<file path="src/design/flash_cmd_pkg.sv">
// shared constants and types for the lock, erase and sleep command logic
package flash_cmd_pkg;
   localparam int CLK_NS = 10;
   // frame lengths in serial bits
   localparam logic [5:0] OPC_BITS = 6'h08;
   localparam logic [5:0] ADDR_END = 6'h20;
   localparam logic [5:0] LOCK_END = 6'h28;
   localparam logic [5:0] BITS_SAT = 6'h29;
   localparam int SECTORS = 128;
   localparam logic [1:0] LOCK_RST = 2'h0;
   localparam logic [2:0] BP_NONE = 3'h0;
   localparam logic [2:0] BP_ALL = 3'h7;
   // lock byte fields
   localparam int LK_DOWN_BIT = 1;
   localparam int LK_WRITE_BIT = 0;
   // self-timed durations, plain defaults
   localparam longint SSE_TIME_US = 64'd50000;
   localparam longint SE_TIME_US = 64'd600000;
   localparam longint BE_TIME_MS = 64'd80000;
   localparam longint DP_TIME_US = 64'd3;
   localparam longint RDP_TIME_US = 64'd30;
   localparam longint DESEL_MIN_NS = 64'd100;
   localparam int TMR_W = 40;
   localparam logic [TMR_W-1:0] SSE_CYC =
      TMR_W'(SSE_TIME_US * 1000 / CLK_NS);
   localparam logic [TMR_W-1:0] SE_CYC =
      TMR_W'(SE_TIME_US * 1000 / CLK_NS);
   localparam logic [TMR_W-1:0] BE_CYC =
      TMR_W'(BE_TIME_MS * 1000000 / CLK_NS);
   // entry and exit delays are longest waits: round down
   localparam logic [TMR_W-1:0] DP_CYC =
      TMR_W'(DP_TIME_US * 1000 / CLK_NS);
   localparam logic [TMR_W-1:0] RDP_CYC =
      TMR_W'(RDP_TIME_US * 1000 / CLK_NS);
   localparam int DESEL_CYC = int'(DESEL_MIN_NS / CLK_NS);
   typedef enum logic [1:0] {EK_SUB, EK_SECT, EK_BULK} erase_kind_type;
   typedef enum {ST_IDLE, ST_ERASE, ST_SLEEP_IN, ST_ASLEEP, ST_WAKE}
      state_type;
endpackage

</file>
<file path="src/design/frame_if.sv">
// bit and frame strobes from the link sampler to the decoder
`timescale 1ns/10ps
interface frame_if;
   logic bit_stb;
   logic bit_val;
   logic cs_rise;
   logic selected;
   modport src(output bit_stb, output bit_val, output cs_rise,
      output selected);
   modport dst(input bit_stb, input bit_val, input cs_rise,
      input selected);
endinterface

</file>
<file path="src/design/link_sampler.sv">
// synchronises the serial pins and finds clock and select edges
`timescale 1ns/10ps
module link_sampler (
   input wire logic ref_clk,
   input wire logic sys_rst,
   input wire logic chip_sel_n,
   input wire logic serial_clk,
   input wire logic serial_in_line,
   frame_if.src frm
);
   logic cs_s1_ff, cs_s2_ff, cs_s3_ff;
   logic ck_s1_ff, ck_s2_ff, ck_s3_ff;
   logic d_s1_ff, d_s2_ff;
   logic nxt_cs_s1, nxt_cs_s2, nxt_cs_s3;
   logic nxt_ck_s1, nxt_ck_s2, nxt_ck_s3;
   logic nxt_d_s1, nxt_d_s2;

   // three stages for select and clock, two for data; clock edge and data share latency so they stay aligned
   always_comb begin
      nxt_cs_s1 = chip_sel_n;
      nxt_cs_s2 = cs_s1_ff;
      nxt_cs_s3 = cs_s2_ff;
      nxt_ck_s1 = serial_clk;
      nxt_ck_s2 = ck_s1_ff;
      nxt_ck_s3 = ck_s2_ff;
      nxt_d_s1 = serial_in_line;
      nxt_d_s2 = d_s1_ff;
   end

   // select idles high so a reset never fakes a frame end
   always_ff @(posedge ref_clk) begin
      if (sys_rst) begin
         cs_s1_ff <= 1'h1;
         cs_s2_ff <= 1'h1;
         cs_s3_ff <= 1'h1;
         ck_s1_ff <= 1'h0;
         ck_s2_ff <= 1'h0;
         ck_s3_ff <= 1'h0;
         d_s1_ff <= 1'h0;
         d_s2_ff <= 1'h0;
      end else begin
         cs_s1_ff <= nxt_cs_s1;
         cs_s2_ff <= nxt_cs_s2;
         cs_s3_ff <= nxt_cs_s3;
         ck_s1_ff <= nxt_ck_s1;
         ck_s2_ff <= nxt_ck_s2;
         ck_s3_ff <= nxt_ck_s3;
         d_s1_ff <= nxt_d_s1;
         d_s2_ff <= nxt_d_s2;
      end
   end

   // data is latched on the rising serial clock while selected
   assign frm.bit_stb = ck_s2_ff & ~ck_s3_ff & ~cs_s2_ff;
   assign frm.bit_val = d_s2_ff;
   assign frm.cs_rise = cs_s2_ff & ~cs_s3_ff;
   assign frm.selected = ~cs_s2_ff;
endmodule

</file>
<file path="src/design/cycle_timer.sv">
// down counter for self-timed cycles and sleep delays
`timescale 1ns/10ps
module cycle_timer (
   input wire logic ref_clk,
   input wire logic sys_rst,
   input wire logic load,
   input wire logic [flash_cmd_pkg::TMR_W-1:0] load_val,
   output logic done
);
   logic [flash_cmd_pkg::TMR_W-1:0] cnt_ff, nxt_cnt;
   logic done_ff, nxt_done;

   // done pulses one cycle after the count reaches its last cycle
   always_comb begin
      nxt_done = 1'h0;
      nxt_cnt = cnt_ff;
      if (load) begin
         nxt_cnt = load_val;
      end else if (cnt_ff != '0) begin
         nxt_cnt = cnt_ff - 1'b1;
         nxt_done = (cnt_ff == flash_cmd_pkg::TMR_W'(1));
      end
   end

   always_ff @(posedge ref_clk) begin
      if (sys_rst) begin
         cnt_ff <= '0;
         done_ff <= 1'h0;
      end else begin
         cnt_ff <= nxt_cnt;
         done_ff <= nxt_done;
      end
   end

   assign done = done_ff;
endmodule

</file>
<file path="src/design/flash_lock_erase.sv">
// command decoder for lock write, erases and deep sleep
// How it works
// - lock write and erases need the write enable latch set first
// - lock write runs only if select rises right after data bit 8
// - lock write is immediate and clears the latch in the cycle after the select rise is seen
// - lock byte: b1 lock-down, b0 write-lock, upper bits zero
// - lock write, subsector erase, sleep rejected while a cycle runs
// - subsector erase sets the whole subsector to ones
// - subsector erase needs select rise right after last address bit
// - progress flag high during erase, latch cleared before end
// - subsector erase skipped if block-protected or sector write-locked
// - sector erase needs select rise after last address bit, timed
// - sector erase skipped inside the block-protected area
// - bulk erase is opcode only, select rises after bit 8
// - bulk erase runs only with all protect bits zero
// - sleep entry is opcode only; enters after the entry delay
// - asleep, every write, program and erase is ignored
// - select high alone gives standby, never deep sleep
// - sleep state is lost at reset; comes up in standby
// - top address bit is ignored for subsector and sector erase
// - asleep only release is taken; standby after exit delay
// - all lock bits come up cleared
`timescale 1ns/10ps
module flash_lock_erase #(
   parameter logic [7:0] WR_ENABLE_OPC = 8'h01,
   parameter logic [7:0] LOCK_WRITE_OPC = 8'h02,
   parameter logic [7:0] SUB_ERASE_OPC = 8'h03,
   parameter logic [7:0] SECT_ERASE_OPC = 8'h04,
   parameter logic [7:0] BULK_ERASE_OPC = 8'h05,
   parameter logic [7:0] SLEEP_OPC = 8'h06,
   parameter logic [7:0] RELEASE_OPC = 8'h07,
   parameter logic [flash_cmd_pkg::TMR_W-1:0] SSE_CYCLES =
      flash_cmd_pkg::SSE_CYC,
   parameter logic [flash_cmd_pkg::TMR_W-1:0] SE_CYCLES =
      flash_cmd_pkg::SE_CYC,
   parameter logic [flash_cmd_pkg::TMR_W-1:0] BE_CYCLES =
      flash_cmd_pkg::BE_CYC
) (
   input wire logic ref_clk,
   input wire logic sys_rst,
   input wire logic chip_sel_n,
   input wire logic serial_clk,
   input wire logic serial_in_line,
   input wire logic block_protect_0,
   input wire logic block_protect_1,
   input wire logic block_protect_2,
   input wire logic prog_cycle_busy,
   input wire logic [6:0] lock_rd_sector,
   output logic [1:0] lock_rd_bits,
   output logic write_enable_latch,
   output logic write_in_progress,
   output logic deep_sleep,
   output logic erase_start,
   output logic [1:0] erase_kind,
   output logic [22:0] erase_addr
);
   localparam int DESEL_MAX = flash_cmd_pkg::DESEL_CYC;

   frame_if frm();
   flash_cmd_pkg::state_type state_ff, nxt_state;
   logic [5:0] bits_ff, nxt_bits;
   logic [7:0] opc_ff, nxt_opc;
   logic [31:0] sr_ff, nxt_sr;
   logic wel_ff, nxt_wel;
   logic [1:0] lock_ff [flash_cmd_pkg::SECTORS];
   logic lk_we_ff, nxt_lk_we;
   logic [6:0] lk_sec_ff, nxt_lk_sec;
   logic [1:0] lk_val_ff, nxt_lk_val;
   logic [1:0] lock_rd_ff;
   logic es_ff, nxt_es;
   logic [1:0] ek_ff, nxt_ek;
   logic [22:0] ea_ff, nxt_ea;
   logic tmr_load;
   logic [flash_cmd_pkg::TMR_W-1:0] tmr_val;
   logic tmr_done;
   logic [2:0] bp;
   logic [6:0] er_sec;
   logic frame8, frame32, frame40, go;

   link_sampler i_link_sampler (
      .ref_clk(ref_clk),
      .sys_rst(sys_rst),
      .chip_sel_n(chip_sel_n),
      .serial_clk(serial_clk),
      .serial_in_line(serial_in_line),
      .frm(frm.src)
   );

   cycle_timer i_cycle_timer (
      .ref_clk(ref_clk),
      .sys_rst(sys_rst),
      .load(tmr_load),
      .load_val(tmr_val),
      .done(tmr_done)
   );

   // protected area grows from the top sector as the code rises
   function automatic logic bp_hit(input logic [2:0] code,
      input logic [6:0] sec);
      logic [7:0] span;
      span = 8'h00;
      if (code == flash_cmd_pkg::BP_ALL) begin
         span = 8'h80;
      end else if (code != flash_cmd_pkg::BP_NONE) begin
         span = 8'h01 << (code - 3'h1);
      end
      return {1'b0, sec} >= (8'h80 - span);
   endfunction

   assign bp = {block_protect_2, block_protect_1, block_protect_0};
   // erase address: bits 22..16 pick the sector, bit 23 dropped
   assign er_sec = sr_ff[22:16];
   // exact frame lengths; any other count at select rise is discarded
   assign frame8 = frm.cs_rise && bits_ff == flash_cmd_pkg::OPC_BITS;
   assign frame32 = frm.cs_rise && bits_ff == flash_cmd_pkg::ADDR_END;
   assign frame40 = frm.cs_rise && bits_ff == flash_cmd_pkg::LOCK_END;
   // write class commands need the latch and no foreign cycle
   assign go = wel_ff && !prog_cycle_busy;

   // serial shift: opcode first, then address and data
   always_comb begin
      nxt_bits = bits_ff;
      nxt_opc = opc_ff;
      nxt_sr = sr_ff;
      if (!frm.selected) begin
         nxt_bits = 6'h00;
      end else if (frm.bit_stb) begin
         if (bits_ff < flash_cmd_pkg::OPC_BITS) begin
            nxt_opc = {opc_ff[6:0], frm.bit_val};
         end else begin
            nxt_sr = {sr_ff[30:0], frm.bit_val};
         end
         // saturate so overlong frames never alias a valid length
         if (bits_ff != flash_cmd_pkg::BITS_SAT) begin
            nxt_bits = bits_ff + 6'h01;
         end
      end
   end

   // command execution at the end of a frame
   always_comb begin
      nxt_state = state_ff;
      nxt_wel = wel_ff;
      nxt_lk_we = 1'h0;
      nxt_lk_sec = lk_sec_ff;
      nxt_lk_val = lk_val_ff;
      nxt_es = 1'h0;
      nxt_ek = ek_ff;
      nxt_ea = ea_ff;
      tmr_load = 1'h0;
      tmr_val = '0;
      case (state_ff)
         flash_cmd_pkg::ST_IDLE: begin
            if (frame8 && opc_ff == WR_ENABLE_OPC && !prog_cycle_busy) begin
               nxt_wel = 1'h1;
            end else if (frame40 && opc_ff == LOCK_WRITE_OPC && go) begin
               // volatile store, no timed cycle; upper data bits unused
               nxt_lk_we = 1'h1;
               nxt_lk_sec = sr_ff[30:24];
               nxt_lk_val = sr_ff[1:0];
               nxt_wel = 1'h0;
            end else if (frame32 && opc_ff == SUB_ERASE_OPC && go) begin
               if (!bp_hit(bp, er_sec) &&
                  !lock_ff[er_sec][flash_cmd_pkg::LK_WRITE_BIT]) begin
                  nxt_es = 1'h1;
                  nxt_ek = flash_cmd_pkg::EK_SUB;
                  nxt_ea = sr_ff[22:0];
                  tmr_load = 1'h1;
                  tmr_val = SSE_CYCLES;
                  nxt_wel = 1'h0;
                  nxt_state = flash_cmd_pkg::ST_ERASE;
               end
            end else if (frame32 && opc_ff == SECT_ERASE_OPC && go) begin
               if (!bp_hit(bp, er_sec)) begin
                  nxt_es = 1'h1;
                  nxt_ek = flash_cmd_pkg::EK_SECT;
                  nxt_ea = sr_ff[22:0];
                  tmr_load = 1'h1;
                  tmr_val = SE_CYCLES;
                  nxt_wel = 1'h0;
                  nxt_state = flash_cmd_pkg::ST_ERASE;
               end
            end else if (frame8 && opc_ff == BULK_ERASE_OPC && go) begin
               if (bp == flash_cmd_pkg::BP_NONE) begin
                  nxt_es = 1'h1;
                  nxt_ek = flash_cmd_pkg::EK_BULK;
                  nxt_ea = '0;
                  tmr_load = 1'h1;
                  tmr_val = BE_CYCLES;
                  nxt_wel = 1'h0;
                  nxt_state = flash_cmd_pkg::ST_ERASE;
               end
            end else if (frame8 && opc_ff == SLEEP_OPC &&
               !prog_cycle_busy) begin
               // only this instruction leads to sleep; plain deselect does not
               tmr_load = 1'h1;
               tmr_val = flash_cmd_pkg::DP_CYC;
               nxt_state = flash_cmd_pkg::ST_SLEEP_IN;
            end
         end
         // all frames during the erase are dropped, cycle untouched
         flash_cmd_pkg::ST_ERASE: begin
            if (tmr_done) begin
               nxt_state = flash_cmd_pkg::ST_IDLE;
            end
         end
         flash_cmd_pkg::ST_SLEEP_IN: begin
            if (tmr_done) begin
               nxt_state = flash_cmd_pkg::ST_ASLEEP;
            end
         end
         // asleep: release is the one frame acted on
         flash_cmd_pkg::ST_ASLEEP: begin
            if (frame8 && opc_ff == RELEASE_OPC) begin
               tmr_load = 1'h1;
               tmr_val = flash_cmd_pkg::RDP_CYC;
               nxt_state = flash_cmd_pkg::ST_WAKE;
            end
         end
         flash_cmd_pkg::ST_WAKE: begin
            if (tmr_done) begin
               nxt_state = flash_cmd_pkg::ST_IDLE;
            end
         end
         default: begin
            nxt_state = flash_cmd_pkg::ST_IDLE;
         end
      endcase
   end

   // reset lands in standby with latch and lock bits clear
   always_ff @(posedge ref_clk) begin
      if (sys_rst) begin
         state_ff <= flash_cmd_pkg::ST_IDLE;
         bits_ff <= 6'h00;
         opc_ff <= 8'h00;
         sr_ff <= 32'h0000_0000;
         wel_ff <= 1'h0;
         lk_we_ff <= 1'h0;
         lk_sec_ff <= 7'h00;
         lk_val_ff <= 2'h0;
         es_ff <= 1'h0;
         ek_ff <= 2'h0;
         ea_ff <= 23'h00_0000;
      end else begin
         state_ff <= nxt_state;
         bits_ff <= nxt_bits;
         opc_ff <= nxt_opc;
         sr_ff <= nxt_sr;
         wel_ff <= nxt_wel;
         lk_we_ff <= nxt_lk_we;
         lk_sec_ff <= nxt_lk_sec;
         lk_val_ff <= nxt_lk_val;
         es_ff <= nxt_es;
         ek_ff <= nxt_ek;
         ea_ff <= nxt_ea;
      end
   end

   // lock store; written one cycle after the frame closes
   always_ff @(posedge ref_clk) begin
      if (sys_rst) begin
         for (int i = 0; i < flash_cmd_pkg::SECTORS; i++) begin
            lock_ff[i] <= flash_cmd_pkg::LOCK_RST;
         end
         lock_rd_ff <= 2'h0;
      end else begin
         if (lk_we_ff) begin
            lock_ff[lk_sec_ff] <= lk_val_ff;
         end
         lock_rd_ff <= lock_ff[lock_rd_sector];
      end
   end

   assign lock_rd_bits = lock_rd_ff;
   assign write_enable_latch = wel_ff;
   assign write_in_progress = (state_ff == flash_cmd_pkg::ST_ERASE);
   assign deep_sleep = (state_ff == flash_cmd_pkg::ST_ASLEEP) ||
      (state_ff == flash_cmd_pkg::ST_WAKE);
   assign erase_start = es_ff;
   assign erase_kind = ek_ff;
   assign erase_addr = ea_ff;

   // checks on the command outcomes
   AST_WEL_SET: assert property (@(posedge ref_clk)
      disable iff (sys_rst) state_ff == flash_cmd_pkg::ST_IDLE && frame8 &&
      !prog_cycle_busy && opc_ff == WR_ENABLE_OPC |=> wel_ff)
      else $error("latch not set after write enable");
   AST_ERASE_NEEDS_WEL: assert property (@(posedge ref_clk)
      disable iff (sys_rst) $rose(es_ff) |-> $past(wel_ff, 1))
      else $error("erase started without latch");
   AST_LOCK_FRAME: assert property (@(posedge ref_clk)
      disable iff (sys_rst)
      lk_we_ff |-> $past(bits_ff) == flash_cmd_pkg::LOCK_END)
      else $error("lock write from wrong frame length");
   AST_LOCK_WEL_CLR: assert property (@(posedge ref_clk)
      disable iff (sys_rst) lk_we_ff |-> ##[0:DESEL_MAX] !wel_ff)
      else $error("latch not cleared after lock write");
   AST_BUSY_REJECT: assert property (@(posedge ref_clk)
      disable iff (sys_rst) state_ff == flash_cmd_pkg::ST_ERASE |=>
      !es_ff && !lk_we_ff)
      else $error("command accepted during erase");
   AST_ERASE_FRAME: assert property (@(posedge ref_clk)
      disable iff (sys_rst) es_ff && ek_ff != flash_cmd_pkg::EK_BULK |->
      $past(bits_ff) == flash_cmd_pkg::ADDR_END)
      else $error("erase from wrong frame length");
   AST_WIP_WEL: assert property (@(posedge ref_clk)
      disable iff (sys_rst) es_ff |-> write_in_progress && !wel_ff)
      else $error("progress or latch wrong at erase start");
   AST_BULK_PROT: assert property (@(posedge ref_clk)
      disable iff (sys_rst) es_ff && ek_ff == flash_cmd_pkg::EK_BULK |->
      $past(bp) == flash_cmd_pkg::BP_NONE)
      else $error("bulk erase with protection set");
   AST_SLEEP_QUIET: assert property (@(posedge ref_clk)
      disable iff (sys_rst) deep_sleep |-> !es_ff && !lk_we_ff &&
      !$rose(wel_ff))
      else $error("write class command acted on while asleep");

   COV_LOCK: cover property (@(posedge ref_clk) lk_we_ff);
   COV_BULK: cover property (@(posedge ref_clk)
      es_ff && ek_ff == flash_cmd_pkg::EK_BULK);
   COV_WAKE: cover property (@(posedge ref_clk)
      state_ff == flash_cmd_pkg::ST_WAKE ##1
      state_ff == flash_cmd_pkg::ST_IDLE);
endmodule

</file>
<file path="config.mk">
export PLATFORM = sky130hd
export DESIGN_NAME = flash_lock_erase
export DESIGN_NICKNAME = d
export VERILOG_FILES = /design/src/design/flash_cmd_pkg.sv /design/src/design/frame_if.sv /design/src/design/link_sampler.sv /design/src/design/cycle_timer.sv /design/src/design/flash_lock_erase.sv
export SDC_FILE = /design/constraint.sdc
export NUM_CORES = 1
export LEC_CHECK = 0
export BUFFER_PORTS_ARGS = -buffer_cell sky130_fd_sc_hd__buf_2
export CORE_MARGIN = 2
export CORE_UTILIZATION = 38
export DETAILED_ROUTE_END_ITERATION = 10
export PLACE_DENSITY_LB_ADDON = 0.12
export REMOVE_ABC_BUFFERS = 1
export SYNTH_ARGS = -nofsm -noshare
export SYNTH_HDL_FRONTEND = slang
export SYNTH_HIERARCHICAL = 1
export SYNTH_SLANG_ARGS = --single-unit
</file>
<file path="constraint.sdc">
create_clock -name ref_clk -period 9.52 [get_ports ref_clk]
set_clock_uncertainty 0.05 [all_clocks]
set_input_delay 0.952 -clock ref_clk [delete_from_list [all_inputs] [get_ports ref_clk]]
set_output_delay 0.952 -clock ref_clk [all_outputs]
set_load 0.02 [all_outputs]
</file>
# [After elaboration in Yosys (flattened, before gate mapping)]
# Memories as Yosys holds them, arrays and structs flattened. A register that Yosys moved wholly into a read port is not among the register bits.
# Cells that the tools add are included.
# Widths: inputs -> output; s select.
[totals] ff_bits=163 mem_bits_rw=256 output_inout_bits=31 wordCells=201 mem_count=1
[op_classes] add_sub_neg=5 order_cmp=3 n_eq_ne=33 shifts=1 mux=82 bitwise=11 reduce_logical=44
[memory_table] name="lock_ff" words=128 word_bits=2 read_ports=2 rd_ports_with_merged_regs=2 write_ports=128 line_no="flash_lock_erase.sv:65" rtl="logic [1:0] lock_ff [flash_cmd_pkg::SECTORS];"
[op_table] op="$mux 32" n=12
[op_table] op="$mux 40" n=7
[op_table] op="$mux 23" n=7
[op_table] op="$pmux 32 s4" n=1
[op_table] op="$eq 32x2->1 const B" n=3
[op_table] op="$mux 8" n=11
[op_table] op="$pmux 40 s2" n=1
[op_table] op="$eq 32x3->1 const B" n=2
[op_table] op="$eq 40x1->1 const B" n=1
[op_table] op="$reduce_bool 40->1" n=1
[op_table] op="$sub 40x1->40 const B" n=1
[op_table] op="$mux 33" n=1
[op_table] op="$eq 32x1->1 const B" n=1
[op_table] op="$eq 32x4->1 const B" n=1
[op_table] op="$eq 8x3->1 const B" n=4
[op_table] op="$logic_not 32->1" n=1
[op_table] op="$mux 1" n=28
[op_table] op="$mux 26" n=1
[op_table] op="$mux 7" n=3
[op_table] op="$logic_and 1x1->1" n=18
[op_table] op="$eq 8x2->1 const B" n=2
[op_table] op="$ge 7x8->1" n=2
[op_table] op="$sub 8x8->8 const A" n=2
[op_table] op="$ne 5x5->1 const B" n=3
[op_table] op="34 further kinds" n=65

# [Logic depth before layout (Yosys ltp)]
[depth] depth_word=19 mapped_depth=20 ltp_nobuf=18

# [By module]
# The synthesis kept the hierarchy.
[modules_own_cells] mod="flash_lock_erase" instances=1 cells_per_inst=1592 area_each_um2=17261.6 seq_area_each_um2=9569.2
[modules_own_cells] mod="cycle_timer" instances=1 cells_per_inst=271 area_each_um2=2217.1 seq_area_each_um2=820.8
[modules_own_cells] mod="link_sampler" instances=1 cells_per_inst=19 area_each_um2=227.7 seq_area_each_um2=160.2

# [Worst setup path before layout]
# Ideal clock, no wire load.
[synth_path] path_type="input to register" startpoint="in block_protect_2" endpoint="reg i_cycle_timer/cnt_ff[4] (netlist bit)" setup_time_ps=59 arrival_time_ps=4666 required_time_ps=9411 path_slack_ps=4746 cell_stages=19 path_buffers=3 path_cell_list="clkbuf_1 > or3b_2 > ha_1 > nor3b_1 > a21oi_1 > mux2i_1 > ha_1 > a21o_1 > a211o_1 > o21ai_0 > nand2_1 > o211ai_1 > nand3_1 > nand2_1 > nor2b_1 > clkbuf_1 > clkbuf_1 > a21oi_1 > nand2_1"
[synth_between] elab_chain_len=18 elab_cells_between_ends=33 classes_between="add/sub: 3; order compare: 2; eq/ne: 1; shift: 1; mux: 21; reduce/logical: 5"
[synth_rtl] element="start, declared" line_no="flash_lock_erase.sv:46" rtl="input wire logic block_protect_2,"
[synth_rtl] element="$sub 3x1->3" line_no="flash_lock_erase.sv:105" rtl="span = 8'h01 << (code - 3'h1);"
[synth_rtl] element="$shl 1x3->8" line_no="flash_lock_erase.sv:105"
[synth_rtl] element="$mux 8" line_no="flash_lock_erase.sv:104" rtl="end else if (code != flash_cmd_pkg::BP_NONE) begin"
[synth_rtl] element="$mux 8" line_no="flash_lock_erase.sv:102" rtl="if (code == flash_cmd_pkg::BP_ALL) begin"
[synth_rtl] element="$mux 8 (on tied branches)" line_no="flash_lock_erase.sv:173, flash_lock_erase.sv:162"
[synth_rtl] element="$mux 8 (on tied branches)" line_no="flash_lock_erase.sv:162, flash_lock_erase.sv:156"
[synth_rtl] element="$mux 8 (on tied branches)" line_no="flash_lock_erase.sv:156, flash_lock_erase.sv:154"
[synth_rtl] element="$mux 8 (on tied branches)" line_no="flash_lock_erase.sv:154, flash_lock_erase.sv:152"
[synth_rtl] element="[3 not listed]"
[synth_rtl] element="$mux 1 / $logic_and 1x1->1 (equally long branches)" line_no="flash_lock_erase.sv:174, flash_lock_erase.sv:163"
[synth_rtl] element="$mux 1 (on tied branches)" line_no="flash_lock_erase.sv:173, flash_lock_erase.sv:163"
[synth_rtl] element="$mux 1 (*)" line_no="flash_lock_erase.sv:162" rtl="end else if (frame32 && opc_ff == SUB_ERASE_OPC && go) begin"
[synth_rtl] element="$mux 1 (*)" line_no="flash_lock_erase.sv:156" rtl="end else if (frame40 && opc_ff == LOCK_WRITE_OPC && go) begin"
[synth_rtl] element="$mux 1 (*)" line_no="flash_lock_erase.sv:154" rtl="if (frame8 && opc_ff == WR_ENABLE_OPC && !prog_cycle_busy) begin"
[synth_rtl] element="$pmux 1 s2 (*)" line_no="flash_lock_erase.sv:152" rtl="case (state_ff)"
[synth_rtl] element="net tmr_load" line_no="flash_lock_erase.sv:73" rtl="logic tmr_load;"
[synth_rtl] element="$mux 40 / $reduce_bool 2->1 (equally long branches)"
[synth_rtl] element="end signal, assigned" line_no="cycle_timer.sv:30" rtl="cnt_ff <= nxt_cnt;"
[synth_rtl] element="end, declared" line_no="cycle_timer.sv:10" rtl="logic [flash_cmd_pkg::TMR_W-1:0] cnt_ff, nxt_cnt;"
# Mark *: on every way through the listed nets, which the timed path passes. The rest lies on a longest branch. The select of a mux whose other input is x is not followed.
# A chain may end at the register's enable or synchronous reset.

# [Final worst setup path]
[layout_path] startpoint="in block_protect_2" endpoint="reg i_cycle_timer/cnt_ff[17] (netlist bit)"
# Same word-level chain as after synthesis.

==> results.md <==
* Synth cell types at 78
* Crit path top cell by count: nand2_1
* Via density at 5.54
* Clock Tree Buf Depth at 3
* Antenna violations before repair at 0
* Share of layout cells above drive strength 1 at 0.146
* Post_cts resized at 0
* Combined flip-flop and latch cell area at 10600 µm²
* Status: finished, final reports clean
* FF-to-FF setup slack at 4150 ps
* Initial Utilization at 0.384
* Grt met3 use at 0.0398
* F_max at 0.183 GHz
* Core Area at 51300 µm²
* Final ANT Viol Nets at 0
* Number of global-route vias before repair at 14400
* N_diodes at 0
* Critical Path RT at 9880 ps
* Post-Route Setup TNS at 0 ps
* Placed wire-length estimate at 36900 µm
* Final Cycle Share at 0.573
* Post-synth EDFFs at 256
* Crit-path cells: buf_2, or3b_2, ha_1, nor3b_1, a21oi_1, mux2i_1, ha_1, a21o_1, a211o_1, o21ai_0, nand2_1, o211ai_1, nand3_1, nand2_1, nor2_1, nand2_1, o21ai_0
* Die Footprint at 53700 µm²
* 1st-pass router iterations at 5
* Static leakage at 7.36 nW
* Met1 Use GR at 0.297
* Final setup vio count at 0
* Root Driver: clkbuf_16
* Max_cap viols at 0
* CP max stage cell: nand2_1
* CP startpoint kind: input port
* Port Buffer Count at 46
* Ys Warns at 6
* Arr. time, crit path at 5820 ps
* Ys flop type: edfxtp_1
* Final net count at 1920
* Area of the multi-input gates at 8600 µm²
* Synth-to-Final Area Change at 12.3%
* Postcts setup bufs at 0
* Global-route wire length before repair at 89000 µm
* Fill cell count at 4956
* Rel. slew slack at 0.167
* Synth top area share at 0.390
* Final Hold Vio Count at 0
* Crit end category: flop
* Worst path max stage delay at 790 ps
* Post-route DRC at 0
* M2 GR Usage at 0.358
* Worst-Skew Late Latency at 590 ps
* Hold buffer count at CTS at 0
* Synth top area cells: edfxtp_1 (39%), dfxtp_1 (15%), mux4_2 (12%)
* Top Usage Layer GRT: met2
* DRT iter0 DRCs at 1173
* Chip width at 232 µm
* Number of buffers created by CTS at 45
* Clock-pin transition on the worst setup and hold timing paths at 50 ps
* Worst vdd ir at 0.142 mV
* Most frequent cells in the layout: nand2_1 (454), nor2_1 (319), edfxtp_1 (256)
* Die height at 232 µm
* CP Class: input port to flop
* Post-synth top area cell: edfxtp_1
* H-tree depth at 2
* Crit path max fanout at 30
* Average size of a mapped cell at 10.5 µm²
* Crit path time final at 5460 ps
* IO Pins at 47
* Vias at 14400
* TritonCTS Sinks at 399
* Seq cells post-synth at 399
* Syn Std Cell Area at 19700 µm²
* Unrepaired setup endpoints after global routing: no
* CTS tree: done
* Synth Instances at 1882
* Leading cell type in the layout, fill and taps excluded: nand2_1
* Gr ovfl total at 0
* HP Class: flop to flop
* PwrDens at 221 nW/µm²
* Asr flop ratio synth at 0
* Worst-Margin Slew at 1240 ps
* Sequential element share of the synthesized area at 0.535
* Row cnt at 83
* Max-slew violations at 0
* Largest net degree at the start of global routing at 82
* Utilization after layout at 0.432
* All-layer global routing usage at 0.221
* Final WL at 58400 µm
* Placer congestion estimate at 0.814
* Wire per inst at 22.4 µm
[layout make-up]
cell class | instances | area share
Sequential cell | 399 | 0.477
Multi-Input combinational cell | 1345 | 0.389
Clock inverter | 17 | 0.0106
Inverter | 22 | 0.00384
Timing Repair Buffer | 77 | 0.0211
Tap cell | 680 | 0.0384
Clock buffer | 64 | 0.0607
[metrics by stage]
step | setup WS [ps] | instances | hold WS (ps) | power, mW | cell area, µm²
finish | 4060 | 2604 | 353 | 4.88 | 22100
global route | 3650 | 2604 | 401 | 5.10 | 22100
CTS | 4130 | 2604 | 355 | 4.91 | 22100
detailed placement | 3540 | 2523 | 339 | 3.04 | 20600
global placement | 3730 | 2523 | 341 | 3.03 | 20600
floorplan | 4090 | 1766 | 333 | 2.77 | 19200
[flip-flops by register name, indices dropped and copies added (netlist names), 3 cells and up, named ones only]
register / flops
erase_addr: 23
bits_ff: 6
sr_ff: 31
lk_sec_ff: 7
lock_ff: 256
opc_ff: 8
i_cycle_timer/cnt_ff: 40
state_ff: 3
[worst max-delay path, delay by kind of cell]
| family | cells | cell delay, ps |
|---|---|---|
| AOI/OAI and AO/OA | 6 | 1550 |
| adders and majority gates | 2 | 530 |
| buffers and inverters | 1 | 150 |
| muxes | 1 | 160 |
| and+or+nand+nor | 7 | 2470 |
[cells in the mapped netlist (4+ instances only)]
master and number:
nand2_1 454, nor2_1 320, edfxtp_1 256, dfxtp_1 143
mux4_2 103, clkbuf_1 83, a21oi_1 58, mux2i_1 41
nor3_1 35, o21ai_0 34, a22o_1 24, xnor2_1 22
inv_1 21, nor4_1 21, buf_1 20, nand4_1 20
nand3_1 18, xor2_1 18, buf_2 15, ha_1 14
nor2b_1 13, or3_1 12, nand2b_1 10, a22oi_1 9
nand3b_1 6, or4_1 6, and3_1 5, nor3b_1 5
or2_2 5, a211oi_1 4, buf_6 4, nor4_2 4
o21a_1 4, o31ai_1 4
[layer usage]
metal | up-vias | part of all wire
li1 | 6697 | -
met4 | 0 | 0.029
met3 | 96 | 0.065
met5 | - | 0
met1 | 7184 | 0.43
met2 | 453 | 0.48
[report_power, final]
| part | switching (mW) | total, mW | internal (mW) |
|---|---|---|---|
| logic | 0.552 | 0.935 | 0.383 |
| registers | 0.108 | 2.08 | 1.97 |
| clock network | 0.725 | 1.87 | 1.14 |
| total | 1.38 | 4.88 | 3.50 |
[worst paths after layout]
| kind | startpoint | endpoint | cells after the start |
|---|---|---|---|
| setup / recovery | block_protect_2 | i_cycle_timer/cnt_ff[17]$_SDFFE_PP0P_ | 17 |
| hold / removal | i_link_sampler/cs_s1_ff$_SDFF_PP1_ | i_link_sampler/cs_s2_ff$_SDFF_PP1_ | 1 |
| setup reg to reg | flop | i_cycle_timer/cnt_ff[17]$_SDFFE_PP0P_ | 12 |
| hold reg to reg | i_link_sampler/cs_s1_ff$_SDFF_PP1_ | i_link_sampler/cs_s2_ff$_SDFF_PP1_ | 1 |
[kinds of logic (layout without fill, tap and decap cells)]
group           Yosys count  count (layout)  synth area share
flops                   399             399             0.535
buf+inv                 149             180            0.0318
fa+ha+maj                14              14           0.00889
other cells               1              12          0.000190
compound gates          171             171            0.0570
xor+xnor                 40              40            0.0178
mux                     147             147             0.140
simple gates            961             961             0.209
Power figures use the tool's default switching activity.
